[config.mk]
export PLATFORM = sky130hd
export DESIGN_NAME = lf_receiver_irq_control
export DESIGN_NICKNAME = d
export VERILOG_FILES = /design/src/design/sync_level.v /design/src/design/sync_timeout_timer.v /design/src/design/lf_receiver_irq_control.v
export VERILOG_INCLUDE_DIRS = /design/src /design/src/design
export SDC_FILE = /design/constraint.sdc
export NUM_CORES = 1
export LEC_CHECK = 0
export BUFFER_PORTS_ARGS = -buffer_cell sky130_fd_sc_hd__buf_2
export CAP_MARGIN = 20
export CORE_MARGIN = 3
export CORE_UTILIZATION = 30
export DETAILED_ROUTE_END_ITERATION = 8
export SLEW_MARGIN = 20
export SYNTH_ARGS = -nofsm -noshare
export SYNTH_HDL_FRONTEND = slang
export SYNTH_SLANG_ARGS = --single-unit
export TNS_END_PERCENT = 1
[constraint.sdc]
create_clock -name core_clk -period 2.9 [get_ports core_clk]
set_clock_uncertainty 0.15 [all_clocks]
set_input_delay 0.29 -clock core_clk [delete_from_list [all_inputs] [get_ports core_clk]]
set_output_delay 0.29 -clock core_clk [all_outputs]
set_load 0.03 [all_outputs]
[src/design/lf_receiver_irq_control_regs.vh]
/*
  Register offsets, field positions, reset values and timing counts of the
  low-frequency receiver interrupt and decoder control block.
  Assumes inclusion by bare name from the design files of this block only.
*/
`ifndef LF_RECEIVER_IRQ_CONTROL_REGS_VH
`define LF_RECEIVER_IRQ_CONTROL_REGS_VH

// Byte offsets of the word-aligned registers.
`define LF_CTL_OFS 8'h20
`define LF_STATUS_OFS 8'h24
`define LF_RXDATA_OFS 8'h28
`define LF_IRQ_STATUS_OFS 8'h30
`define LF_IRQ_ENABLE_OFS 8'h34
`define LF_IRQ_CLEAR_OFS 8'h38

// Interrupt enable and control register fields.
`define CTL_DATA_FULL_IE 7
`define CTL_RX_ERROR_IE 6
`define CTL_CARRIER_IE 5
`define CTL_ID_MATCH_IE 4
`define CTL_DECODER_EN 3
`define CTL_VALIDATION_EN 2
`define CTL_TIMEOUT_HI 1
`define CTL_TIMEOUT_LO 0
`define CTL_RESET 8'h0c

// Receive status register fields.
`define ST_DATA_READY 7
`define ST_RX_ERROR 6
`define ST_CARRIER 5
`define ST_ID_MATCH 4
`define ST_OVERFLOW 3
`define ST_END_OF_MSG 2
`define ST_LOW_POWER_SNIFF 1
`define ST_ACKNOWLEDGE 0
`define ST_FLAGS_RESET 6'h00
`define ST_SNIFF_RESET 1'b1

// Event status, enable and clear register fields.
`define IRQ_SYNC_TIMEOUT 0
`define IRQ_OVERFLOW 1
`define IRQ_END_OF_MSG 2
`define IRQ_RAW_DETECTOR 7
`define IRQ_WIDTH 3
`define IRQ_RESET 3'h0

// Sync search timeout codes and intervals on the 125 kHz receiver clock.
`define TIMEOUT_OFF 2'b00
`define TIMEOUT_SHORT 2'b01
`define LF_OSC_KHZ 125
`define TIMEOUT_SHORT_MS 8
`define TIMEOUT_LONG_MS 24
`define TIMEOUT_SHORT_TICKS (`TIMEOUT_SHORT_MS * `LF_OSC_KHZ)
`define TIMEOUT_LONG_TICKS (`TIMEOUT_LONG_MS * `LF_OSC_KHZ)

`endif

[src/design/sync_level.v]
/*
  Two-stage synchroniser for levels entering the core clock domain.
  Assumes the inputs change slowly compared with the core clock.
*/
`timescale 1ns/100ps
module sync_level #(
  parameter W = 1
) (
  // Clock and reset.
  input wire core_clk,
  input wire reset_n,
  // Asynchronous level in, synchronised level out.
  input wire [W-1:0] asyncIn,
  output reg [W-1:0] syncOut
);

  reg [W-1:0] stage1Q;

  // The first stage feeds only the second stage.
  always @(posedge core_clk or negedge reset_n)
  begin
    if (!reset_n)
    begin
      stage1Q <= {W{1'b0}};
      syncOut <= {W{1'b0}};
    end
    else
    begin
      stage1Q <= asyncIn;
      syncOut <= stage1Q;
    end
  end

endmodule // sync_level

[src/design/sync_timeout_timer.v]
/*
  Sync pattern search timer counting ticks of the 125 kHz receiver clock.
  Assumes tickPulse is a one-cycle core clock pulse per receiver clock period
  and that syncSearching and syncFound come from logic on the core clock.
*/
`timescale 1ns/100ps
`include "lf_receiver_irq_control_regs.vh"
module sync_timeout_timer #(
  parameter [11:0] SHORT_TICKS = `TIMEOUT_SHORT_TICKS,
  parameter [11:0] LONG_TICKS = `TIMEOUT_LONG_TICKS
) (
  // Clock and reset.
  input wire core_clk,
  input wire reset_n,
  // Timing and search status.
  input wire tickPulse,
  input wire syncSearching,
  input wire syncFound,
  input wire [1:0] timeoutSel,
  // One-cycle pulse when the search interval runs out.
  output reg expired
);

  localparam [2:0] IDLE = 3'b001;
  localparam [2:0] COUNT = 3'b010;
  localparam [2:0] DONE = 3'b100;

  reg [2:0] stateQ;
  reg [11:0] countQ;
  wire [11:0] limit;

  // Code 01 picks the short interval; 10 and the reserved 11 the long one.
  assign limit = (timeoutSel == `TIMEOUT_SHORT) ? SHORT_TICKS : LONG_TICKS; // RULE14

  // Counts only while a search runs and a timeout is selected.
  always @(posedge core_clk or negedge reset_n)
  begin
    if (!reset_n)
    begin
      stateQ <= IDLE;
      countQ <= 12'h000;
      expired <= 1'b0;
    end
    else
    begin
      expired <= 1'b0;
      case (stateQ)
        IDLE:
        begin
          countQ <= 12'h000;
          if (syncSearching && !syncFound && timeoutSel != `TIMEOUT_OFF) // RULE10
            stateQ <= COUNT;
        end
        COUNT:
        begin
          if (!syncSearching || syncFound || timeoutSel == `TIMEOUT_OFF)
            stateQ <= IDLE;
          else if (tickPulse)
          begin
            if (countQ + 12'h001 >= limit) // RULE11
            begin
              expired <= 1'b1;
              stateQ <= DONE;
            end
            else
              countQ <= countQ + 12'h001;
          end
        end
        DONE:
        begin
          if (!syncSearching)
            stateQ <= IDLE;
        end
        default:
          stateQ <= IDLE;
      endcase
    end
  end

endmodule // sync_timeout_timer

[src/design/lf_receiver_irq_control.v]
/*
  Interrupt enable, decoder control and receive status registers of the
  low-frequency wake-up receiver, reached over an AHB-Lite slave port.
  Assumes the receive event inputs are one-cycle pulses from decoder logic on
  core_clk, and that the receiver clock and raw detector pins are asynchronous.
*/
// Decided for this implementation: the AHB-Lite interface to the registers.
`timescale 1ns/100ps
`include "lf_receiver_irq_control_regs.vh"

// Contract
// RULE1: Enabled flags request interrupts, no global mask.
// RULE2: Software clears flags before enabling interrupts.
// RULE3: Bit 7 data-full enable, reset clear.
// RULE4: Bit 6 receive-error enable, reset clear.
// RULE5: Bit 5 carrier enable, data mode needs decoder off.
// RULE6: Bit 4 ID-match enable, reset clear.
// RULE7: Bit 3 decoder enable; off suppresses frame flags.
// RULE8: Software polls raw detector while decoder off.
// RULE9: Bit 2 carrier validation enable, reset set.
// RULE10: Bits 1:0 timeout select; zero never times out.
// RULE11: Missing sync within interval powers receiver off.
// RULE12: Status at 0x24, only with page clear.
// RULE13: Status flags 7:2, sniff bit 1, ack 0.
// RULE14: Code 01 short, 10 and 11 long.
// RULE15: Acknowledge write clears all six flags.
// RULE16: Reading received data clears data ready.
// RULE17: Mode select one is carrier, zero data.
module lf_receiver_irq_control #(
  parameter [11:0] SHORT_TICKS = `TIMEOUT_SHORT_TICKS,
  parameter [11:0] LONG_TICKS = `TIMEOUT_LONG_TICKS
) (
  // Clock and reset.
  input wire core_clk,
  input wire reset_n,
  // AHB-Lite slave port.
  input wire hsel,
  input wire [31:0] haddr,
  input wire [1:0] htrans,
  input wire hwrite,
  input wire [2:0] hsize,
  input wire [31:0] hwdata,
  input wire hready,
  output reg hreadyout,
  output reg [31:0] hrdata,
  output reg hresp,
  // Receive events and status from the decoder on core_clk.
  input wire dataReadyEvt,
  input wire rxErrorEvt,
  input wire carrierDetectEvt,
  input wire idMatchEvt,
  input wire rxOverflowEvt,
  input wire endOfMessageEvt,
  input wire syncSearching,
  input wire syncFound,
  input wire carrierModeSel,
  input wire registerPageSel,
  input wire [7:0] rxDataByte,
  // Asynchronous pins.
  input wire receiverOsc125k,
  input wire rawDetectorOut,
  // Control outputs to the receive chain.
  output reg digitalDecoderEn,
  output reg carrierValidationEn,
  output reg lowPowerSniff,
  output reg receiverPowerOff,
  // Interrupt request.
  output reg irqOut
);

  // Bus transfer tracking.
  reg pendingQ;
  reg pendWriteQ;
  reg [5:0] pendAddrQ;
  reg pendPageQ;
  // Register contents.
  reg [7:0] ctlQ;
  reg [5:0] flagsQ;
  reg [`IRQ_WIDTH-1:0] irqStatusQ;
  reg [`IRQ_WIDTH-1:0] irqEnableQ;
  reg oscDlyQ;
  // Derived signals.
  wire [1:0] pinSync;
  wire oscSync;
  wire rawSync;
  wire oscTick;
  wire timeoutPulse;
  wire accept;
  wire doWrite;
  wire doRead;
  wire statusSel;
  wire rxDataSel;
  wire ackWrite;
  wire rxDataRead;
  wire decoderOn;
  wire dataMode;
  wire carrierIrqAllowed;
  wire [5:0] flagSet;
  wire [5:0] flagClr;
  wire [`IRQ_WIDTH-1:0] irqSet;
  wire [`IRQ_WIDTH-1:0] irqClr;
  wire irqD;
  reg [31:0] readMux;

  // Bring both asynchronous pins into the core clock domain.
  sync_level #(
    .W(2)
  ) pinSyncInst (
    .core_clk(core_clk),
    .reset_n(reset_n),
    .asyncIn({rawDetectorOut, receiverOsc125k}),
    .syncOut(pinSync)
  );

  assign oscSync = pinSync[0];
  assign rawSync = pinSync[1];

  // Rising edges of the synchronised receiver clock make one tick each.
  always @(posedge core_clk or negedge reset_n)
  begin
    if (!reset_n)
      oscDlyQ <= 1'b0;
    else
      oscDlyQ <= oscSync;
  end

  assign oscTick = oscSync & ~oscDlyQ;

  // Sync search timeout on the receiver clock ticks.
  sync_timeout_timer #(
    .SHORT_TICKS(SHORT_TICKS),
    .LONG_TICKS(LONG_TICKS)
  ) timeoutInst (
    .core_clk(core_clk),
    .reset_n(reset_n),
    .tickPulse(oscTick),
    .syncSearching(syncSearching & ~carrierModeSel),
    .syncFound(syncFound),
    .timeoutSel(ctlQ[`CTL_TIMEOUT_HI:`CTL_TIMEOUT_LO]),
    .expired(timeoutPulse)
  );

  // Address phase is taken when the bus is ready; every data phase has one
  // wait state, so a read always sees the result of the previous write.
  assign accept = hsel & htrans[1] & hready;
  assign doWrite = pendingQ & pendWriteQ;
  assign doRead = accept & ~hwrite;

  // The status and data registers vanish while the page select is set.
  assign statusSel = (haddr[7:2] == `LF_STATUS_OFS >> 2) & ~registerPageSel; // RULE12
  assign rxDataSel = (haddr[7:2] == `LF_RXDATA_OFS >> 2) & ~registerPageSel;
  assign ackWrite = doWrite & ~pendPageQ & (pendAddrQ == `LF_STATUS_OFS >> 2) &
    hwdata[`ST_ACKNOWLEDGE]; // RULE15
  assign rxDataRead = doRead & rxDataSel; // RULE16

  // Track the data phase and drive the bus answer.
  always @(posedge core_clk or negedge reset_n)
  begin
    if (!reset_n)
    begin
      pendingQ <= 1'b0;
      pendWriteQ <= 1'b0;
      pendAddrQ <= 6'h00;
      pendPageQ <= 1'b0;
      hreadyout <= 1'b1;
      hrdata <= 32'h00000000;
      hresp <= 1'b0;
    end
    else
    begin
      hresp <= 1'b0;
      if (accept)
      begin
        pendingQ <= 1'b1;
        pendWriteQ <= hwrite;
        pendAddrQ <= haddr[7:2];
        pendPageQ <= registerPageSel;
        hreadyout <= 1'b0;
        if (!hwrite)
          hrdata <= readMux;
      end
      else
      begin
        pendingQ <= 1'b0;
        hreadyout <= 1'b1;
      end
    end
  end

  // Read data; unmapped or paged-out addresses read as zero.
  always @*
  begin
    readMux = 32'h00000000;
    case (haddr[7:2])
      `LF_CTL_OFS >> 2:
        readMux[7:0] = ctlQ;
      `LF_STATUS_OFS >> 2:
        if (statusSel)
          readMux[7:0] = {flagsQ, lowPowerSniff, 1'b0}; // RULE13
      `LF_RXDATA_OFS >> 2:
        if (rxDataSel)
          readMux[7:0] = rxDataByte;
      `LF_IRQ_STATUS_OFS >> 2:
      begin
        readMux[`IRQ_WIDTH-1:0] = irqStatusQ;
        readMux[`IRQ_RAW_DETECTOR] = rawSync; // RULE8
      end
      `LF_IRQ_ENABLE_OFS >> 2:
        readMux[`IRQ_WIDTH-1:0] = irqEnableQ;
      default:
        readMux = 32'h00000000;
    endcase
  end

  // Control register and the writable sniff bit of the status register.
  always @(posedge core_clk or negedge reset_n)
  begin
    if (!reset_n)
    begin
      ctlQ <= `CTL_RESET; // RULE3 RULE4 RULE5 RULE6 RULE7 RULE9 RULE10
      lowPowerSniff <= `ST_SNIFF_RESET; // RULE13
      irqEnableQ <= `IRQ_RESET;
    end
    else if (doWrite)
    begin
      if (pendAddrQ == `LF_CTL_OFS >> 2)
        ctlQ <= hwdata[7:0];
      if (pendAddrQ == `LF_STATUS_OFS >> 2 && !pendPageQ)
        lowPowerSniff <= hwdata[`ST_LOW_POWER_SNIFF];
      if (pendAddrQ == `LF_IRQ_ENABLE_OFS >> 2)
        irqEnableQ <= hwdata[`IRQ_WIDTH-1:0];
    end
  end

  // Control bits driven out to the receive chain.
  always @(posedge core_clk or negedge reset_n)
  begin
    if (!reset_n)
    begin
      digitalDecoderEn <= 1'b1;
      carrierValidationEn <= 1'b1;
      receiverPowerOff <= 1'b0;
    end
    else
    begin
      digitalDecoderEn <= ctlQ[`CTL_DECODER_EN]; // RULE7
      carrierValidationEn <= ctlQ[`CTL_VALIDATION_EN]; // RULE9
      receiverPowerOff <= timeoutPulse; // RULE11
    end
  end

  // Mode qualifiers: frame flags need the decoder and data receive mode.
  assign decoderOn = ctlQ[`CTL_DECODER_EN];
  assign dataMode = ~carrierModeSel; // RULE17
  assign carrierIrqAllowed = carrierModeSel | ~decoderOn; // RULE5

  // Status flag sources, each qualified by mode except the carrier flag, which only needs validation enabled.
  assign flagSet[5] = dataReadyEvt & decoderOn & dataMode; // RULE7
  assign flagSet[4] = rxErrorEvt & decoderOn & dataMode; // RULE7
  assign flagSet[3] = carrierDetectEvt & ctlQ[`CTL_VALIDATION_EN]; // RULE9
  assign flagSet[2] = idMatchEvt & decoderOn & dataMode; // RULE7
  assign flagSet[1] = rxOverflowEvt & decoderOn & dataMode;
  assign flagSet[0] = endOfMessageEvt & decoderOn & dataMode;

  // Acknowledge clears all six flags; reading the data clears data ready.
  assign flagClr = {ackWrite | rxDataRead, {5{ackWrite}}}; // RULE15 RULE16

  // A flag that is set in the same cycle as its clear stays set.
  always @(posedge core_clk or negedge reset_n)
  begin
    if (!reset_n)
      flagsQ <= `ST_FLAGS_RESET; // RULE13
    else
      flagsQ <= (flagsQ & ~flagClr) | flagSet; // RULE13
  end

  // Event status bits: sync timeout, overflow and end of message.
  assign irqSet[`IRQ_SYNC_TIMEOUT] = timeoutPulse;
  assign irqSet[`IRQ_OVERFLOW] = flagSet[1];
  assign irqSet[`IRQ_END_OF_MSG] = flagSet[0];
  assign irqClr = (doWrite && pendAddrQ == `LF_IRQ_CLEAR_OFS >> 2) ? hwdata[`IRQ_WIDTH-1:0] : `IRQ_RESET;

  // Sticky event bits cleared by writing ones; a new event wins.
  always @(posedge core_clk or negedge reset_n)
  begin
    if (!reset_n)
      irqStatusQ <= `IRQ_RESET;
    else
      irqStatusQ <= (irqStatusQ & ~irqClr) | irqSet;
  end

  // The request follows any enabled flag, the carrier flag only in carrier mode or with the decoder off, with no global mask in the way.
  assign irqD = (ctlQ[`CTL_DATA_FULL_IE] & flagsQ[5]) | // RULE3
    (ctlQ[`CTL_RX_ERROR_IE] & flagsQ[4]) | // RULE4
    (ctlQ[`CTL_CARRIER_IE] & carrierIrqAllowed & flagsQ[3]) | // RULE5
    (ctlQ[`CTL_ID_MATCH_IE] & flagsQ[2]) | // RULE6
    (|(irqStatusQ & irqEnableQ));

  // Registered interrupt output.
  always @(posedge core_clk or negedge reset_n)
  begin
    if (!reset_n)
      irqOut <= 1'b0;
    else
      irqOut <= irqD; // RULE1
  end

endmodule // lf_receiver_irq_control

==> impl_metrics.py <==
metrics = {
    "power": {
        "power_density_nw_per_um2": 544.8,
        "ir_worst_vdd_mv": 0.1941,
        "power_uw": 2252,
        "p_int_uw": 1628,
        "seqPwrFrac_pct": 48.1,
        "total_leakage_power_uw": 0.001961,
        "p_sw_uw": 624.6,
        "clockPowerShare_pct": 38.8,
        "pwr-share-comb_pct": 13.2,
        "p_sw_share_pct": 27.73,
    },
    "yosys": {
        "synth-main-ff-cell": "dfrtp_1",
        "yosys.area.top_type": "dfrtp_1",
        "avgSynthCellArea_um2": 10.97,
        "yosysWarnings": 0,
        "synth_common_cells": "dfrtp_1, nand2_1, buf_4",
        "syn_inst": 299,
        "synth_top_area_share_pct": 43.49,
        "synth_enable_flop_cells": 0,
        "ys_seq_area_share_pct": 49.10,
        "synthTopCellsByArea": "dfrtp_1, mux2_2, buf_4, dfstp_2, nand2_1",
        "syn_area_um2": 3279,
        "synth.most_common_cell": "dfrtp_1",
        "synth-seq-cells": 64,
        "synthArstFlopShare_pct": 100.0,
        "synth.distinct_cells": 55,
    },
    "routing": {
        "wl_per_cell_um": 14.82,
        "wirelength_um": 7778,
        "drtAntennaViolNets": 0,
        "drc": 0,
        "routed_via_density": 4.994,
        "firstDrtPassIters": 4,
        "route.vias.total": 2622,
        "drtIter0Drc": 120,
    },
    "cts": {
        "clk_pin_slew_ns": 0.08,
        "cts.sinks": 64,
        "worstSkewPairLatency_ns": 0.34,
        "cts_buffers": 9,
        "cts_tree": "yes",
        "htree_levels": 3,
        "cts_root_buf": "clkbuf_8",
        "max-clock-path-buffers": 2,
    },
    "critical_path": {
        "r2r_slack_ns": 0.11,
        "slowest_stage": "dfrtp_1",
        "crit_fanout": 7,
        "path_delay_family": "compound AO/OA/AOI/OAI gates",
        "cp.arrival_ns": 2.86,
        "cp_cell_sequence": "ha_1 -> nand3_2 -> nor2_2 -> xor2_1 -> ha_1 -> o211a_1 -> o32a_4 -> o2111a_4 -> nor2_4 -> a31oi_1",
        "crit_type": "reg2reg",
        "worstSetupEndpointType": "flop",
        "cp-start-kind": "flop",
        "cp_num_buf_inv": 0,
        "crit_required_ns": 2.96,
        "crit_top_cell": "ha_1",
        "max_stage_delay_ns": 0.41,
    },
    "die": {
        "core_area_um2": 10460,
        "die_x_um": 110.6,
        "die_area_um2": 12220,
        "die_h_um": 110.6,
        "boundaryPins": 133,
        "start_util_pct": 31.34,
        "rows": 37,
    },
    "sta": {
        "setup_slack_ns": 0.1076,
        "tightest_slew_ns": 0.7716,
        "finalSetupViolCount": 0,
        "hold_viol_final": 0,
        "period_share_pct": 96.29,
        "slew_headroom_pct": 48.56,
        "slew_viol_final": 0,
        "timing.hold.ws_ns": 0.02599,
        "fmax_mhz": 358.1,
        "period_needed_ns": 2.792,
    },
    "finish": {
        "register_area_um2": 1612,
        "nFillCells": 1014,
        "syn2layout_area_growth_pct": 26.06,
        "final_util_pct": 39.51,
        "nNetsFinal": 482,
        "multi_input_area_um2": 1604,
        "drive_gt1_share_pct": 36.50,
        "n_antenna_cell": 0,
        "fin_cells": 525,
    },
    "outcome": {
        "status": "complete, no violations",
    },
    "grt": {
        "overflow": 0,
        "grt_max_degree": 35,
        "grt_usage_pct": 12.73,
        "use_met1_pct": 17.55,
        "top_usage_layer": "met2",
        "grt_pass1_vias": 2511,
        "grtUsageMet2_pct": 19.94,
        "antenna_found_initial": 0,
        "met3_usage_pct": 2.521,
        "grt_pass1_wl_um": 12850,
    },
    "place": {
        "io_buffers": 53,
        "dp.cells": 505,
        "gp_congestion": 0.8884,
        "dp_hpwl_um": 5883,
        "pre_cts_ws_ns": -0.02470,
    },
    "min_path": {
        "hp-class": "in2reg",
    },
    "flow_run": {
        "max_cap_viol_count": 0,
    },
}
-- power groups by stage --
| stage | combinational [uW] | sequential, uW | clock (uW) |
|---|---|---|---|
| floorplan | 205 | 1100 | 0 |
| finish | 297 | 1080 | 873 |
| global route | 325 | 1100 | 937 |
| global placement | 286 | 1100 | 0 |
| detailed placement | 292 | 1100 | 0 |
| CTS | 296 | 1080 | 892 |
-- path summary, 6_finish.rpt --
| check | from | to | cells past startpoint |
|---|---|---|---|
| max | timeoutInst.countQ[0]$_DFFE_PN0P_ | timeoutInst.countQ[3]$_DFFE_PN0P_ | 10 |
| min | idMatchEvt | flagsQ[2]$_DFF_PN0_ | 2 |
| max reg2reg | timeoutInst.countQ[0]$_DFFE_PN0P_ | timeoutInst.countQ[3]$_DFFE_PN0P_ | 10 |
| min reg2reg | pinSyncInst.stage1Q[0]$_DFF_PN0_ | pinSyncInst.syncOut[0]$_DFF_PN0_ | 0 |
| max in group asynchronous | reset_n | ctlQ[3]$_DFFE_PN1P_ | 3 |
| min in group asynchronous | reset_n | timeoutInst.countQ[7]$_DFFE_PN0P_ | 2 |
-- routing by layer --
metal / part of all wire [%] / vias up
met5: 0 / -
met1: 45 / 1305
met3: 4.8 / 8
met4: 1.3 / 0
li1: - / 1239
met2: 48 / 70
-- cells in the final DEF (no fill, tap or decap), drive strengths merged, types with 3 or more instances in the layout --
cell	Yosys	final
conb	1	25
nor2	15	15
buf	29	79
nand3b	8	8
inv	5	8
dfstp	7	7
o21a	3	3
nor3	5	5
clkbuf	3	9
nand2b	4	4
nand2	27	27
a222oi	6	6
and3	3	3
dfrtp	57	57
nor2b	6	6
a22o	11	11
o21ai	13	13
a31oi	14	14
mux2	20	20
dlygate4sd3	0	3
ha	4	4
nor4b	3	3
nand3	15	15
nand4	5	5
nor4	5	5
-- registers in the layout (all words and copies together) (netlist names) --
name / count
pendingQ: 1
ctlQ: 8
pendAddrQ: 6
timeoutInst.stateQ: 3
pinSyncInst.syncOut: 2
pendWriteQ: 1
irqOut: 1
timeoutInst.countQ: 12
pendPageQ: 1
irqStatusQ: 3
lowPowerSniff: 1
receiverPowerOff: 1
hreadyout: 1
irqEnableQ: 3
carrierValidationEn: 1
timeoutInst.expired: 1
hrdata: 8
oscDlyQ: 1
flagsQ: 6
digitalDecoderEn: 1
pinSyncInst.stage1Q: 2
-- repair_timing --
action | 4_1_cts | 5_1_grt
buffers inserted | 0 | 1
endpoints found under the setup margin | 7 | 15
hold endpoints to repair | 30 | 0
hold buffers | 3 | 0
pin swaps | 0 | 4
gates resized for setup | 1 | 13
-- worst reg2reg max path: cells and delay by family (launching register included) --
family / cells / cell delay [ns]
flip-flops: 1 / 0.41
AND/OR/NAND/NOR: 3 / 0.55
adder cells (fa/ha/maj): 2 / 0.52
AO/OA/AOI/OAI: 4 / 0.83
XOR/XNOR: 1 / 0.22
-- through the flow --
step,area (um2),setup TNS [ns]
2_1_floorplan,3369,0
6_report,4134,0
3_5_place_dp,3780,-0.1111
3_3_place_gp,3780,0
5_1_grt,4134,-0.2554
4_1_cts,4041,0
-- area by class of cell --
cell class	count	area share (%)
Sequential cell	64	38.98
Timing Repair Buffer	82	12.17
Clock inverter	7	2.482
Clock buffer	9	2.996
Tap cell	136	4.116
Multi-Input combinational cell	222	38.80
Inverter	5	0.4540
-- logic make-up (layout without fill, tap and decap cells) --
logic type,after synthesis,after routing,share of synthesized area [%]
AOI/OAI and AO/OA,66,66,16.48
muxes,21,21,7.173
buffers and inverters,37,103,7.440
DFF,64,64,49.10
other,1,25,0.1144
adders and majority gates,4,4,1.526
and+or+nand+nor,103,103,17.36
xor gates and xnor gates,3,3,0.8014
(Power assumes the default switching activity.)
